`src/rtl/bcal_map.svh`:
```
// Register addresses, field positions, reset values and prescaler counts of the calendar clock
`ifndef BCAL_MAP_SVH
`define BCAL_MAP_SVH

// ----------------------------------------------------------------
// Host addresses
// ----------------------------------------------------------------
`define BCAL_A_SEC 3'h2
`define BCAL_A_MIN 3'h3
`define BCAL_A_HR 3'h4
`define BCAL_A_DAY 3'h5
`define BCAL_A_MON 3'h6
`define BCAL_A_CTRL 3'h7

// ----------------------------------------------------------------
// Field positions
// ----------------------------------------------------------------
`define BCAL_CTL_FSEL_LSB 0
`define BCAL_CTL_START 2
`define BCAL_CTL_ALARM 3
`define BCAL_CTL_RATE_LSB 4
`define BCAL_ST_ALARM 7
`define BCAL_ST_CLK 6
`define BCAL_HR_PM 7
`define BCAL_HR_12 6
`define BCAL_MON_LEAP 7

// ----------------------------------------------------------------
// Reset values and counter limits
// ----------------------------------------------------------------
`define BCAL_CTRL_RST 8'h00
`define BCAL_SEC_RST 8'h00
`define BCAL_MIN_RST 8'h00
`define BCAL_HR_RST 8'h00
`define BCAL_DAY_RST 8'h01
`define BCAL_MON_RST 8'h01
`define BCAL_SEC_MAX 8'h59
`define BCAL_MON_MAX 8'h12
`define BCAL_HALF_MIN 8'h30

// ----------------------------------------------------------------
// Prescaler: oscillator edges per second as powers of two
// ----------------------------------------------------------------
`define BCAL_LOG2_F32K 15
`define BCAL_LOG2_F1M 20
`define BCAL_LOG2_F2M 21
`define BCAL_LOG2_F4M 22
`define BCAL_SQ_OFFSET 13
`define BCAL_RATE_OFF 4'h0
`define BCAL_RATE_FAST_MAX 4'hB
`define BCAL_RATE_SEC 4'hC
`define BCAL_RATE_MIN 4'hD
`define BCAL_RATE_HOUR 4'hE

`endif

```
`src/rtl/bcal_pkg.sv`:
```
// Types shared by the calendar clock modules
package bcal_pkg;

  typedef enum logic [1:0] {
    BCAL_ACC_IDLE = 2'b00,
    BCAL_ACC_RD = 2'b01,
    BCAL_ACC_WR = 2'b10
  } bcal_acc_t;

  typedef logic [7:0] bcal_bcd_t;

endpackage

```
`src/rtl/bcal_bcd_cnt.sv`:
```
// Loadable two-digit BCD counter with programmable wrap limits
`timescale 1ns/1ps
module bcal_bcd_cnt #(
  parameter logic [7:0] RST_VAL = 8'h00
) (
  // Clock and reset
  input wire logic clk,
  input wire logic rst_n,
  // Control
  input wire logic inc,
  input wire logic ld,
  input wire logic [7:0] ld_val,
  input wire logic [7:0] lo,
  input wire logic [7:0] hi,
  // Result
  output logic [7:0] q,
  output logic wrap
);

  bcal_pkg::bcal_bcd_t q_q;
  bcal_pkg::bcal_bcd_t q_d;

  always_comb begin
    q_d = q_q;
    if (ld) begin
      q_d = ld_val;
    end else if (inc) begin
      // At or past the limit wraps, so an illegal loaded value recovers
      if (q_q >= hi) begin
        q_d = lo;
      end else if (q_q[3:0] >= 4'h9) begin
        q_d = {4'(q_q[7:4] + 4'h1), 4'h0};
      end else begin
        q_d = {q_q[7:4], 4'(q_q[3:0] + 4'h1)};
      end
    end
  end

  always_ff @(posedge clk) begin
    if (!rst_n) begin
      q_q <= RST_VAL;
    end else begin
      q_q <= q_d;
    end
  end

  assign q = q_q;
  assign wrap = inc & ~ld & (q_q >= hi);

endmodule // bcal_bcd_cnt

```
`src/rtl/bcal_clock.sv`:
```
// BCD time-of-day and calendar clock with alarm, square-wave output and interrupt
`timescale 1ns/1ps
`include "bcal_map.svh"
module bcal_clock #(
  parameter int LOG2_F32K = `BCAL_LOG2_F32K,
  parameter int LOG2_F1M = `BCAL_LOG2_F1M,
  parameter int LOG2_F2M = `BCAL_LOG2_F2M,
  parameter int LOG2_F4M = `BCAL_LOG2_F4M
) (
  // Clock and reset
  input wire logic clk,
  input wire logic rst_n,
  // Counting oscillator pin
  input wire logic osc_in,
  // Host bus pins
  input wire logic bus_cs,
  input wire logic bus_rd,
  input wire logic bus_wr,
  input wire logic [2:0] bus_addr,
  input wire logic [7:0] bus_d_in,
  output logic [7:0] bus_d_out,
  output logic bus_d_oe_n,
  // Mode pin
  input wire logic power_down,
  // Interrupt and square-wave pins
  output logic int_n,
  output logic int_oe_n,
  output logic clk_out
);

  // ----------------------------------------------------------------
  // Pin synchronisers
  // ----------------------------------------------------------------
  localparam int SW = 16;
  logic [SW-1:0] s1_q;
  logic [SW-1:0] s2_q;

  always_ff @(posedge clk) begin
    if (!rst_n) begin
      s1_q <= 16'h0000;
      s2_q <= 16'h0000;
    end else begin
      s1_q <= {osc_in, bus_cs, bus_rd, bus_wr, power_down, bus_addr, bus_d_in};
      s2_q <= s1_q;
    end
  end

  logic osc_s;
  logic cs_s;
  logic rd_s;
  logic wr_s;
  logic pd_s;
  logic [2:0] addr_s;
  logic [7:0] din_s;
  assign {osc_s, cs_s, rd_s, wr_s, pd_s, addr_s, din_s} = s2_q;

  // ----------------------------------------------------------------
  // State
  // ----------------------------------------------------------------
  bcal_pkg::bcal_acc_t acc_q, acc_d;
  logic osc_prev_q, osc_prev_d;
  logic [21:0] pre_q, pre_d;
  logic [7:0] ctrl_q, ctrl_d;
  logic [2:0] addr_q, addr_d;
  logic [7:0] wdata_q, wdata_d;
  logic [7:0] dout_q, dout_d;
  logic doe_n_q, doe_n_d;
  logic pend_q, pend_d;
  logic adv_q, adv_d;
  logic [7:0] hr_q, hr_d;
  logic leap_q, leap_d;
  logic [7:0] al_sec_q, al_sec_d;
  logic [7:0] al_min_q, al_min_d;
  logic [7:0] al_hr_q, al_hr_d;
  logic [2:0] al_en_q, al_en_d;
  logic st_al_q, st_al_d;
  logic st_ck_q, st_ck_d;
  logic sq_prev_q, sq_prev_d;
  logic clk_out_q, clk_out_d;
  logic int_n_q, int_n_d;
  logic int_oe_n_q, int_oe_n_d;

  // Combinational strobes into the counters
  logic adv;
  logic commit;
  logic to_cnt;
  logic ld_sec;
  logic ld_min;
  logic ld_day;
  logic ld_mon;
  logic day_inc;
  logic [7:0] day_len;
  logic [7:0] mon_ld_val;
  logic [7:0] sec_v;
  logic [7:0] min_v;
  logic [7:0] day_v;
  logic [7:0] mon_v;
  logic sec_wrap;
  logic min_wrap;
  logic day_wrap;

  bcal_bcd_cnt #(.RST_VAL(`BCAL_SEC_RST)) u_sec (
    .clk(clk), .rst_n(rst_n), .inc(adv), .ld(ld_sec), .ld_val(wdata_q),
    .lo(8'h00), .hi(`BCAL_SEC_MAX), .q(sec_v), .wrap(sec_wrap)
  );
  bcal_bcd_cnt #(.RST_VAL(`BCAL_MIN_RST)) u_min (
    .clk(clk), .rst_n(rst_n), .inc(sec_wrap), .ld(ld_min), .ld_val(wdata_q),
    .lo(8'h00), .hi(`BCAL_SEC_MAX), .q(min_v), .wrap(min_wrap)
  );
  bcal_bcd_cnt #(.RST_VAL(`BCAL_DAY_RST)) u_day (
    .clk(clk), .rst_n(rst_n), .inc(day_inc), .ld(ld_day), .ld_val(wdata_q),
    .lo(8'h01), .hi(day_len), .q(day_v), .wrap(day_wrap)
  );
  bcal_bcd_cnt #(.RST_VAL(`BCAL_MON_RST)) u_mon (
    .clk(clk), .rst_n(rst_n), .inc(day_wrap), .ld(ld_mon), .ld_val(mon_ld_val),
    .lo(8'h01), .hi(`BCAL_MON_MAX), .q(mon_v), .wrap()
  );

  function automatic logic [5:0] inc6(input logic [5:0] v);
    if (v[3:0] >= 4'h9) begin
      inc6 = {2'(v[5:4] + 2'h1), 4'h0};
    end else begin
      inc6 = {v[5:4], 4'(v[3:0] + 4'h1)};
    end
  endfunction

  // ----------------------------------------------------------------
  // Next-state logic
  // ----------------------------------------------------------------
  always_comb begin
    int m;
    int idx;
    logic [22:0] span;
    logic [21:0] mask;
    logic tick;
    logic frozen;
    logic clr;
    logic match;
    logic sq;
    logic pm;
    logic [5:0] hv;
    logic [3:0] rate;
    m = LOG2_F32K;
    idx = 0;
    span = 23'h000000;
    mask = 22'h000000;
    tick = 1'b0;
    frozen = 1'b0;
    clr = 1'b0;
    match = 1'b0;
    sq = 1'b0;
    pm = hr_q[`BCAL_HR_PM];
    hv = hr_q[5:0];
    rate = ctrl_q[`BCAL_CTL_RATE_LSB +: 4];

    // Prescaler: divisor chosen by the frequency field
    case (ctrl_q[`BCAL_CTL_FSEL_LSB +: 2])
      2'b00: m = LOG2_F32K;
      2'b01: m = LOG2_F1M;
      2'b10: m = LOG2_F2M;
      default: m = LOG2_F4M;
    endcase
    span = (23'h000001 << m) - 23'h000001;
    mask = span[21:0];
    osc_prev_d = osc_s;
    pre_d = pre_q;
    if (ctrl_q[`BCAL_CTL_START] && osc_s && !osc_prev_q) begin
      if ((pre_q & mask) == mask) begin
        pre_d = 22'h000000;
        tick = 1'b1;
      end else begin
        pre_d = 22'(pre_q + 22'h000001);
      end
    end

    // Host access sequencer; power-down drops every access
    acc_d = acc_q;
    addr_d = addr_q;
    wdata_d = wdata_q;
    commit = 1'b0;
    if (pd_s) begin
      acc_d = bcal_pkg::BCAL_ACC_IDLE;
    end else begin
      unique case (acc_q)
        bcal_pkg::BCAL_ACC_IDLE: begin
          if (cs_s && wr_s) begin
            acc_d = bcal_pkg::BCAL_ACC_WR;
            addr_d = addr_s;
            wdata_d = din_s;
          end else if (cs_s && rd_s) begin
            acc_d = bcal_pkg::BCAL_ACC_RD;
            addr_d = addr_s;
          end
        end
        bcal_pkg::BCAL_ACC_WR: begin
          if (cs_s && wr_s) begin
            addr_d = addr_s;
            wdata_d = din_s;
          end else begin
            acc_d = bcal_pkg::BCAL_ACC_IDLE;
            commit = 1'b1;
          end
        end
        bcal_pkg::BCAL_ACC_RD: begin
          if (!(cs_s && rd_s)) begin
            acc_d = bcal_pkg::BCAL_ACC_IDLE;
            clr = (addr_q == `BCAL_A_CTRL);
          end
        end
        default: acc_d = bcal_pkg::BCAL_ACC_IDLE;
      endcase
    end

    // Freeze: a second boundary during an access waits until it ends
    frozen = (acc_q != bcal_pkg::BCAL_ACC_IDLE);
    adv = 1'b0;
    pend_d = pend_q;
    if (tick || pend_q) begin
      if (frozen) begin
        pend_d = 1'b1;
      end else begin
        adv = 1'b1;
        pend_d = 1'b0;
      end
    end
    adv_d = adv;

    // Second, minute and hour writes go to counters or alarm latches by the load-target bit; day and month writes always load the counters
    to_cnt = ~ctrl_q[`BCAL_CTL_ALARM];
    ld_sec = commit && addr_q == `BCAL_A_SEC && to_cnt;
    ld_min = commit && addr_q == `BCAL_A_MIN && to_cnt;
    ld_day = commit && addr_q == `BCAL_A_DAY;
    ld_mon = commit && addr_q == `BCAL_A_MON;
    mon_ld_val = {1'b0, wdata_q[6:0]};
    ctrl_d = ctrl_q;
    al_sec_d = al_sec_q;
    al_min_d = al_min_q;
    al_hr_d = al_hr_q;
    al_en_d = al_en_q;
    leap_d = leap_q;
    if (commit && addr_q == `BCAL_A_CTRL) begin
      ctrl_d = wdata_q;
      if (wdata_q[`BCAL_CTL_ALARM]) begin
        al_en_d = 3'b000;
      end
    end
    if (commit && !to_cnt) begin
      if (addr_q == `BCAL_A_SEC) begin
        al_sec_d = wdata_q;
        al_en_d[0] = 1'b1;
      end
      if (addr_q == `BCAL_A_MIN) begin
        al_min_d = wdata_q;
        al_en_d[1] = 1'b1;
      end
      if (addr_q == `BCAL_A_HR) begin
        al_hr_d = wdata_q;
        al_en_d[2] = 1'b1;
      end
    end
    if (ld_mon) begin
      leap_d = wdata_q[`BCAL_MON_LEAP];
    end

    // Hours in 12- or 24-hour form, carrying into the day
    hr_d = hr_q;
    day_inc = 1'b0;
    if (commit && addr_q == `BCAL_A_HR && to_cnt) begin
      hr_d = wdata_q;
    end else if (min_wrap) begin
      if (hr_q[`BCAL_HR_12]) begin
        if (hv == 6'h11) begin
          hr_d = {~pm, 1'b1, 6'h12};
          day_inc = pm;
        end else if (hv >= 6'h12) begin
          hr_d = {pm, 1'b1, 6'h01};
        end else begin
          hr_d = {pm, 1'b1, inc6(hv)};
        end
      end else if (hv >= 6'h23) begin
        hr_d = 8'h00;
        day_inc = 1'b1;
      end else begin
        hr_d = {2'b00, inc6(hv)};
      end
    end

    // Month length with the leap-year February
    case (mon_v)
      8'h02: day_len = leap_q ? 8'h29 : 8'h28;
      8'h04, 8'h06, 8'h09, 8'h11: day_len = 8'h30;
      default: day_len = 8'h31;
    endcase

    // Alarm compare, one cycle after the counters step
    match = ctrl_q[`BCAL_CTL_ALARM] && (al_en_q != 3'b000)
      && (!al_en_q[0] || sec_v == al_sec_q)
      && (!al_en_q[1] || min_v == al_min_q)
      && (!al_en_q[2] || {hr_q[7], hr_q[5:0]} == {al_hr_q[7], al_hr_q[5:0]});

    // Square-wave select
    idx = m - `BCAL_SQ_OFFSET + int'(rate);
    if (rate == `BCAL_RATE_OFF) begin
      sq = 1'b0;
    end else if (rate <= `BCAL_RATE_FAST_MAX) begin
      sq = pre_q[idx];
    end else if (rate == `BCAL_RATE_SEC) begin
      sq = pre_q[m - 1];
    end else if (rate == `BCAL_RATE_MIN) begin
      sq = sec_v < `BCAL_HALF_MIN;
    end else if (rate == `BCAL_RATE_HOUR) begin
      sq = min_v < `BCAL_HALF_MIN;
    end else begin
      sq = hr_q[`BCAL_HR_12] ? ~pm : (hv < 6'h12);
    end
    sq_prev_d = sq;
    clk_out_d = sq;

    // Sticky sources; a new event wins over the read that clears it
    st_al_d = (adv_q && match) || (st_al_q && !clr);
    st_ck_d = (sq && !sq_prev_q) || (st_ck_q && !clr);
    int_n_d = ~(st_al_q | st_ck_q);
    int_oe_n_d = pd_s;

    // Read data, driven only while a read is in progress
    doe_n_d = (acc_d != bcal_pkg::BCAL_ACC_RD);
    case (addr_d)
      `BCAL_A_SEC: dout_d = sec_v;
      `BCAL_A_MIN: dout_d = min_v;
      `BCAL_A_HR: dout_d = hr_q;
      `BCAL_A_DAY: dout_d = day_v;
      `BCAL_A_MON: dout_d = {leap_q, mon_v[6:0]};
      `BCAL_A_CTRL: dout_d = {st_al_q, st_ck_q, 6'h00};
      default: dout_d = 8'h00;
    endcase
  end

  // ----------------------------------------------------------------
  // Registers
  // ----------------------------------------------------------------
  always_ff @(posedge clk) begin
    if (!rst_n) begin
      acc_q <= bcal_pkg::BCAL_ACC_IDLE;
      osc_prev_q <= 1'b0;
      pre_q <= 22'h000000;
      ctrl_q <= `BCAL_CTRL_RST;
      addr_q <= 3'h0;
      wdata_q <= 8'h00;
      dout_q <= 8'h00;
      doe_n_q <= 1'b1;
      pend_q <= 1'b0;
      adv_q <= 1'b0;
      hr_q <= `BCAL_HR_RST;
      leap_q <= 1'b0;
      al_sec_q <= 8'h00;
      al_min_q <= 8'h00;
      al_hr_q <= 8'h00;
      al_en_q <= 3'b000;
      st_al_q <= 1'b0;
      st_ck_q <= 1'b0;
      sq_prev_q <= 1'b0;
      clk_out_q <= 1'b0;
      int_n_q <= 1'b1;
      int_oe_n_q <= 1'b1;
    end else begin
      acc_q <= acc_d;
      osc_prev_q <= osc_prev_d;
      pre_q <= pre_d;
      ctrl_q <= ctrl_d;
      addr_q <= addr_d;
      wdata_q <= wdata_d;
      dout_q <= dout_d;
      doe_n_q <= doe_n_d;
      pend_q <= pend_d;
      adv_q <= adv_d;
      hr_q <= hr_d;
      leap_q <= leap_d;
      al_sec_q <= al_sec_d;
      al_min_q <= al_min_d;
      al_hr_q <= al_hr_d;
      al_en_q <= al_en_d;
      st_al_q <= st_al_d;
      st_ck_q <= st_ck_d;
      sq_prev_q <= sq_prev_d;
      clk_out_q <= clk_out_d;
      int_n_q <= int_n_d;
      int_oe_n_q <= int_oe_n_d;
    end
  end

  assign bus_d_out = dout_q;
  assign bus_d_oe_n = doe_n_q;
  assign int_n = int_n_q;
  assign int_oe_n = int_oe_n_q;
  assign clk_out = clk_out_q;

endmodule // bcal_clock

```
`config.mk`:
```
export PLATFORM = sky130hd
export DESIGN_NAME = bcal_clock
export DESIGN_NICKNAME = d
export VERILOG_FILES = /design/src/rtl/bcal_pkg.sv /design/src/rtl/bcal_bcd_cnt.sv /design/src/rtl/bcal_clock.sv
export VERILOG_INCLUDE_DIRS = /design/src /design/src/rtl
export SDC_FILE = /design/constraint.sdc
export NUM_CORES = 1
export LEC_CHECK = 0
export BUFFER_PORTS_ARGS = -buffer_cell sky130_fd_sc_hd__buf_2
export CAP_MARGIN = 0
export CORE_MARGIN = 2
export CORE_UTILIZATION = 45
export CTS_CLUSTER_SIZE = 16
export DETAILED_ROUTE_END_ITERATION = 10
export GPL_TIMING_DRIVEN = 0
export PLACE_DENSITY = 0.58
export RECOVER_POWER = 50
export SYNTH_ARGS = -nofsm -noshare
export SYNTH_HDL_FRONTEND = slang
export SYNTH_SLANG_ARGS = --single-unit
```
`constraint.sdc`:
```
create_clock -name clk -period 4.9 [get_ports clk]
set_input_delay 0.245 -clock clk [delete_from_list [all_inputs] [get_ports clk]]
set_output_delay 0.245 -clock clk [all_outputs]
set_load 0.005 [all_outputs]
```
Word-level counts from Yosys, hierarchy flattened --
Cells that the tools add are included.
Cells by class: add/sub/neg operators 15, order comparisons 17, eq/ne operators 31, shift-type cells 1, mux-type cells 73, bitwise operators 16, reductions and logical operators 62
Operators by type and width (count):
- $mux W8 | 18
- $lt A32 B7 Y1 const B | 2
- $pmux W8 S6 | 1
- $add A4 B1 Y4 const B | 9
- $add A32 B5 Y32 | 1
- $sub A32 B2 Y32 const B | 1
- $sub A32 B5 Y32 const B | 1
- $mux W1 | 30
- $eq A3 B3 Y1 const B | 8
- $add A22 B1 Y22 const B | 1
- $and A22 B22 Y22 | 1
- $eq A22 B22 Y1 | 1
- $logic_and A1 B1 Y1 | 22
- $mux W22 | 1
- $shl A1 B5 Y22 const A | 1
- $sub A22 B1 Y22 const B | 1
- $mux W3 | 7
- $ge A4 B4 Y1 const B | 5
- $mux W6 | 3
- $reduce_and A2 Y1 | 9
- $eq A8 B3 Y1 const B | 2
- $eq A8 B8 Y1 | 2
- $ge A8 B7 Y1 const B | 2
- $lt A8 B6 Y1 const B | 2
- 37 further kinds | 84
Storage, ports and cells: flip-flop bits (word level) 160, input port bits 18, output and inout port bits 12, word-level logic and storage cells 248

Depth between registers and ports, before layout --
Gate-level depths: netlist (run 1).
word-level depth 20, gate-level depth with buffers 14, gate-level depth less buffers 13

Hierarchy --
Synthesis (run 1) repeated with hierarchy kept, for this count alone.
Second synthesis, totals: cell total of the unflattened synthesis 1065, area, all modules 9504.1 um^2
Modules (own cells, without submodules):
- bcal_clock | times used 1, cells each 661, area an instance 6170.9 um^2, sequential area each 2542.4 um^2
- bcal_bcd_cnt at u_day ... | times used 2, cells each 100, area an instance 845.8 um^2, sequential area each 160.2 um^2
- bcal_bcd_cnt at u_min ... | times used 2, cells each 102, area an instance 820.8 um^2, sequential area each 160.2 um^2

Worst setup path before layout (run 1) --
No wires, ideal clock.
kind register to register, start point register ctrl_q[0], end point register st_ck_q, setup time 117 ps, data arrival time 3085 ps, required time 4783 ps, setup slack 1697 ps, cell stages (with the launch flop) 15, buffers on the path 2, clock period less this slack 3203 ps, cells stage by stage dfxtp_1 -> inv_1 -> ha_1 -> buf_6 -> nor2_1 -> ha_1 -> inv_1 -> ha_1 -> clkbuf_1 -> mux4_1 -> nand3_1 -> o21ai_0 -> a21oi_1 -> o211ai_1 -> a32o_1
On the way: word-level cells in the longest chain between the ends 11, elaborated cells between the ends (all ways) 18, those cells by class add/sub: 3; eq/ne: 2; mux: 10; reduce/logical: 3
Ends and longest elaborated chain:
- from (decl) | line bcal_clock.sv:63 | logic [7:0] ctrl_q, ctrl_d;
- from (signal assigned) | line bcal_clock.sv:346 | ctrl_q <= `BCAL_CTRL_RST;
- from (signal assigned) | line bcal_clock.sv:369 | ctrl_q <= ctrl_d;
- $eq A2 B2 Y1 (tied with other cells) | line bcal_clock.sv:157 | case (ctrl_q[`BCAL_CTL_FSEL_LSB +: 2])
- $pmux W5 S3 (*) | line bcal_clock.sv:157
- $sub A32 B5 Y32 (no source line) or $sub A32 B2 Y32 (tied branches)
- $add A32 B5 Y32 or $bmux W1 S5 (tied branches) | line bcal_clock.sv:302, bcal_clock.sv:308
- $bmux W1 S5 or $mux W1 (tied branches) | line bcal_clock.sv:306, bcal_clock.sv:308
- $mux W1 (on tied branches) | line bcal_clock.sv:306, bcal_clock.sv:308
- $mux W1 (on tied branches) | line bcal_clock.sv:306, bcal_clock.sv:307
- $mux W1 (*) | line bcal_clock.sv:305 | end else if (rate <= `BCAL_RATE_FAST_MAX) begin
- $mux W1 (*) | line bcal_clock.sv:303 | if (rate == `BCAL_RATE_OFF) begin
- $logic_and A1 B1 Y1 (*) | line bcal_clock.sv:321 | st_ck_d = (sq && !sq_prev_q) || (st_ck_q && !clr);
- $logic_or A1 B1 Y1 (*) | line bcal_clock.sv:321
- to (signal assigned) | line bcal_clock.sv:383 | st_ck_q <= st_ck_d;
- to (decl) | line bcal_clock.sv:77 | logic st_ck_q, st_ck_d;
Mark *: on every way between the ends. The rest lies on a longest branch, timed or not. The select of a mux whose other input is x is not followed. A chain may end at the register's enable or synchronous reset.

Worst setup path after layout (run 1) --
Ends and elaborated chain as after synthesis.

==> flow_summary.yaml, run 1 <==
timing:
  tightest_slew_ns: 1.029
  skew_ns: 0.01197
  finalCriticalPeriod_ns: 3.754
  fin_crit_sh_pct: 76.60
  setup_viol: 0
  hold_violations: 0
  maxSlewViolCount: 0
  relSlewSlack_pct: 31.12
  rsz0062_at_grt: "false"
  setup-tns-final_ns: 0
  layout_setup_ws_ns: 1.146
  fmax_ghz: 0.2664
pwr:
  clkPwrFrac_pct: 48.2
  irDropWorstVdd_mv: 0.2537
  internal_power_mw: 1.989
  power.leakage_nw: 3.530
  power_frac_seq_pct: 49.7
  swShare_pct: 24.57
  switchingPower_uw: 647.8
  p_per_area_nw_per_um2: 279.2
  pwr-share-comb_pct: 2.1
setup_path:
  crit_path_frequent_cell: "ha_1"
  worstPathBufferInverterCount: 4
  worstPathCellList: "inv_1, ha_1, buf_6, nor2_1, ha_1, inv_1, ha_1, clkbuf_1, mux4_2, mux2i_1, o21ai_0, a21oi_1, o211ai_1, a32o_1"
  reg2reg_slack_ns: 1.15
  crit_slowest_cell: "mux4_2"
  critPathKind: "flip-flop to flip-flop"
  cp-end-kind: "flip-flop"
  crit_fanout: 10
  critPathMaxStageDelay_ns: 0.57
  cp.required_ns: 5.23
  critPathLaunchType: "flip-flop"
  cp_top_family: "multiplexers"
  worstPathArrival_ns: 4.08
global_route:
  top_usage_layer: "met2"
  met1_usage_pct: 32.74
  grt_pass1_vias: 6552
  grt_usage_pct: 23.42
  met2_usage_pct: 36.31
  grt_max_degree: 17
  grt_overflow: 0
  grt.met3_usage_pct: 3.668
  antenna_found_initial: 0
  grt_pass1_wl_um: 36320
placement:
  placed_area_um2: 8892
  hpwlAfterDp_um: 16410
  numPortBuffers: 28
  gp_congestion: 0.8835
  dp_slack_ns: 1.129
drt:
  drt-total-wl_um: 22870
  wire_per_inst_um: 18.25
  route.vias.total: 7139
  drtIter0Drc: 415
  ant_nets: 0
  firstDrtPassIters: 5
  vias_per_cell: 5.698
  remaining_drc_errors: 0
synthesis:
  async_flop_share_pct: 0
  synth_edf_count: 0
  synthTopCellsByArea: "dfxtp_1 38%, ha_1 6.8%, mux2i_1 5.4%"
  yosys_warnings: 0
  syn_area_um2: 8459
  synth_nets: 1024
  syn_area_per_cell_um2: 8.821
  synth-main-ff-cell: "dfxtp_1"
  synth_cell_types: 73
  synth_area_leader_cell: "dfxtp_1"
  seq_area_frac_synth_pct: 37.63
  synth.top_cell.area_share_pct: 37.63
  postSynthCellCount: 959
  yosys_register_bits: 159
die:
  fp.dieW_um: 141.1
  dieArea_um2: 19910
  io_pins: 30
  core-area_um2: 18580
  start_util_pct: 45.53
  fp.dieH_um: 141.1
  fp-row-count: 50
clock_tree:
  clockRootBuffer: "clkbuf_16"
  clock_sinks: 159
  postCtsSetupBuffers: 0
  cts_buffer_depth: 2
  cts_buffers: 17
  cts.htree.levels: 4
  post_cts_resized: 0
  clk_latency_ns: 0.43
  cts_tree: "done"
  path_clk_slew_ns: 0.07
  holdBufCountCts: 0
cells_and_area:
  n_fill_cell: 1810
  final_nets: 1071
  mostFrequentLayoutCell: "dfxtp_1"
  final_cell_mix: "159 x dfxtp_1, 94 x nor2_1, 76 x nand2_1"
  final_area_um2: 9443
  n_antenna_cell: 0
  multiInputGateArea_um2: 4891
  register_area_um2: 3183
  drive_gt1_share_pct: 9.912
  area_growth_syn_to_layout_pct: 11.63
job:
  drv_cap: 0
worst_hold_path:
  holdCritPathClass: "input pin to flip-flop"
run_status:
  outcome: "complete, no violations"
[power by group through the flow]
stage	combinational, mW	sequential [mW]	clock (mW)
6_report	0.0564	1.31	1.27
5_1_grt	0.0628	1.31	1.34
4_1_cts	0.0572	1.31	1.29
3_5_place_dp	0.0571	1.34	0
3_3_place_gp	0.0568	1.34	0
2_1_floorplan	0.0322	1.34	0
[cell families (layout without fill, tap and decap cells)]
kind of cell	after synthesis	count (layout)	synth area share, %
compound gates	188	188	14.92
flops	159	159	37.63
mux	66	66	9.215
fa+ha+maj	47	47	7.040
simple gates	353	353	21.67
buf+inv	98	158	4.555
xor+xnor	48	48	4.970
[per-stage QoR]
stage          hold WS, ns  instances  power (mW)  util, %
2_1_floorplan       0.3723        959       1.370        -
3_3_place_gp        0.4136       1221       1.395    47.86
3_5_place_dp        0.4184       1221       1.396    47.86
4_1_cts           0.003143       1253       2.655    50.86
5_1_grt           0.008311       1253       2.716    50.82
6_report           0.01758       1253       2.636    50.82
[worst reg2reg max path, cell delays in order (launching register included)]
cell and delay, ns:
dfxtp_1 0.56, inv_1 0.17, ha_1 0.24, buf_6 0.14
nor2_1 0.31, ha_1 0.21, inv_1 0.04, ha_1 0.25
clkbuf_1 0.38, mux4_2 0.57, mux2i_1 0.20, o21ai_0 0.10
a21oi_1 0.13, o211ai_1 0.12, a32o_1 0.23
[synthesized netlist by cell type, types with 14 or more instances]
master and count:
nand3_1 34, nand4_1 19, a22oi_1 18, ha_1 46
a21oi_1 43, nor2_1 94, clkbuf_1 41, mux2i_1 46
xnor2_1 25, and3_1 14, dfxtp_1 159, a31oi_1 18
nand2_1 76, and2_1 39, xor2_1 23, o21ai_0 37
inv_1 43
[final timing paths]
check | startpoint | end | cells after the start
worst min register to register | s1_q[7]$_SDFF_PN0_ | s2_q[7]$_SDFF_PN0_ | 1
worst max-delay path | ctrl_q[0]$_SDFFE_PN0P_ | st_ck_q$_SDFF_PN0_ | 14
worst max register to register | ctrl_q[0]$_SDFFE_PN0P_ | st_ck_q$_SDFF_PN0_ | 14
worst min-delay path | bus_d_in[1] | s1_q[1]$_SDFF_PN0_ | 2
[registers in the layout, indices dropped and copies added (netlist names), 3 cells and up]
signal / flops
pre_q: 22
s1_q: 16
s2_q: 16
al_min_q: 8
al_sec_q: 8
bus_d_out: 8
ctrl_q: 8
hr_q: 8
u_day.q: 8
u_min.q: 8
u_mon.q: 8
u_sec.q: 8
wdata_q: 8
al_hr_q: 7
addr_q: 3
al_en_q: 3
[cell type report]
class | count | area share (%)
buffer | 55 | 2.359
clock buffer | 17 | 4.505
clock inverter | 15 | 1.391
inverter | 43 | 1.709
multi-input combinational | 702 | 51.80
sequential | 159 | 33.71
tap | 234 | 3.101
timing repair buffer | 28 | 1.431
[metal layers]
metal  share of wire (%)  up-vias
met5                   0        -
met4                 2.6        0
met3                 4.9       41
met2                  44      190
met1                  48     3384
li1                    -     3524
Note: power is estimated with default switching activity, not from simulation.
==> run 2: changes to the inputs <==
- PLACE_DENSITY: 0.58 -> 0.6
- clock period: 4.9 -> 3.2 ns (I/O delays scaled with it)
==> run 2 against run 1 <==
Against the previous run:
- fmax increased by 26%
- utilization grew 1.8 points
- highest routed layer unchanged
- setup slack worse by 0.92 ns
- register-to-register slack got worse by 0.92 ns
- global-route usage up 0.61 points
- hold slack better by 0.14 ns
==> flow_summary.yaml, run 2 (same netlist as run 1, synthesis figures left out) <==
run_status:
  outcome: "complete, no violations"
setup_path:
  critPathKind: "flip-flop to flip-flop"
  critPathMaxStageDelay_ns: 0.67
  r2r-end: "u_min.q[3]$_SDFFE_PN0P_"
  r2r_cells: 9
  worstPathBufferInverterCount: 2
  path_depth: 9
  rr_startpoint: "ctrl_q[0]$_SDFFE_PN0P_"
  reg2reg_slack_ns: 0.23
  critPathLaunch: "ctrl_q[0]$_SDFFE_PN0P_"
  worstPathArrival_ns: 3.30
  worstPathCellList: "buf_4, ha_1, buf_2, xor2_1, o221ai_1, or4_1, a21oi_1, a31oi_1, o21a_1"
  cp_top_family: "compound AO/OA/AOI/OAI gates"
  critPathLaunchType: "flip-flop"
  crit_end: "u_min.q[3]$_SDFFE_PN0P_"
  crit_fanout: 7
  crit_slowest_cell: "a21oi_1"
  cp.required_ns: 3.53
  cp-end-kind: "flip-flop"
cells_and_area:
  final_util_pct: 52.57
  n_antenna_cell: 0
  final_cell_mix: "154 x dfxtp_1, 93 x nor2_1, 76 x nand2_1, 46 x mux2i_1, 46 x ha_1"
  largest_register_ff_count: 22
  final_area_um2: 9768
  drive_gt1_share_pct: 11.62
  area_growth_syn_to_layout_pct: 15.47
  regMostFlops: "pre_q"
  final_nets: 1093
  mostFrequentLayoutCell: "dfxtp_1"
  reg_top3: "pre_q: 22 flops, s1_q: 16 flops, s2_q: 16 flops"
drt:
  route.vias.total: 7277
  remaining_drc_errors: 0
  firstDrtPassIters: 5
  vias_per_cell: 5.707
  drtIter0Drc: 668
  drt-total-wl_um: 23470
  ant_nets: 0
  wire_per_inst_um: 18.40
timing:
  hold_violations: 0
  skew_ns: 0.01045
  worst_hold_slack_ns: 0.1566
  maxSlewViolCount: 0
  fmax_ghz: 0.3362
  setup_viol: 0
  layout_setup_ws_ns: 0.2259
  fin_crit_sh_pct: 92.94
  tightest_slew_ns: 1.085
  finalCriticalPeriod_ns: 2.974
  relSlewSlack_pct: 27.42
placement:
  gp_congestion: 0.8773
  placed_area_um2: 8894
  dp_slack_ns: -0.3131
  numPortBuffers: 28
  hpwlAfterDp_um: 16290
global_route:
  grt_usage_pct: 24.03
  antenna_found_initial: 0
  grt_pass1_wl_um: 37420
  grt_pass1_vias: 6844
  grt_overflow: 0
  grt_max_degree: 19
clock_tree:
  clk_latency_ns: 0.44
  cts.htree.levels: 4
  cts_buffer_depth: 2
  cts_tree: "done"
  cts_buffers: 17
  path_clk_slew_ns: 0.07
  clockRootBuffer: "clkbuf_16"
  clock_sinks: 159
job:
  drv_cap: 0
worst_hold_path:
  holdCritPathClass: "input pin to flip-flop"
die:
  start_util_pct: 45.53
  fp-row-count: 50
  fp.dieH_um: 141.1
  core-area_um2: 18580
  fp.dieW_um: 141.1
  dieArea_um2: 19910
  io_pins: 30
pwr:
  power.leakage_nw: 3.677
  power_mw: 4.225
  irDropWorstVdd_mv: 0.3488
  p_per_area_nw_per_um2: 432.5
==> run 2: worst min path at each step <==
stage	from	to	slack (ns)	cells past startpoint
final	rst_n	addr_q[1]$_SDFF_PN0_	0.16	3
after global routing	rst_n	addr_q[1]$_SDFF_PN0_	0.17	3
after CTS	rst_n	addr_q[1]$_SDFF_PN0_	0.14	3
after detailed placement	bus_d_in[3]	s1_q[3]$_SDFF_PN0_	0.37	2
after global placement	bus_d_in[5]	s1_q[5]$_SDFF_PN0_	0.37	2
after floorplan	bus_d_in[0]	s1_q[0]$_SDFF_PN0_	0.29	1
==> run 2: what timing repair did <==
item,in CTS,in global routing
hold endpoints to repair,16,0
buffers inserted,0,6
resized for setup,6,16
endpoints found under the setup margin,20,20
hold buffers,16,0
pin swaps,0,3
==> run 2: final cells by class <==
cell class                 instances  area (um^2)
buffer                            55        230.2
clock buffer                      17        425.4
clock inverter                    15        191.4
fill                            1728         8812
inverter                          43        161.4
multi-input combinational        702         4935
sequential                       159         3192
tap                              234        292.8
timing repair buffer              50        340.3
==> run 2: worst min-delay path: stages <==
cell and delay, ns:
clkbuf_1 0.19, nand2_1 0.13, inv_1 0.06
==> run 2: where the power goes <==
group / total, mW / switching (mW) / internal (mW)
registers: 2.00 / 0.00664 / 2.00
clock network: 2.12 / 0.991 / 1.13
logic: 0.102 / 0.0620 / 0.0396
total: 4.22 / 1.06 / 3.17
==> run 2: layer usage <==
| metal | share of wire [%] | wire (um) | GRT usage (%) | up-vias |
|---|---|---|---|---|
| met4 | 2.1 | 483 | 7.316 | 0 |
| met2 | 45 | 10590 | 37.28 | 229 |
| met5 | 0 | 0 | 0 | - |
| li1 | - | - | - | 3565 |
| met3 | 6.2 | 1450 | 5.401 | 40 |
| met1 | 47 | 10950 | 33.43 | 3443 |
==> run 2: metrics by stage <==
step | setup TNS [ns] | std cells
global route | -0.005305 | 1275
detailed placement | -2.149 | 1221
floorplan | 0 | 959
finish | 0 | 1275
CTS | 0 | 1269
global placement | -2.228 | 1221
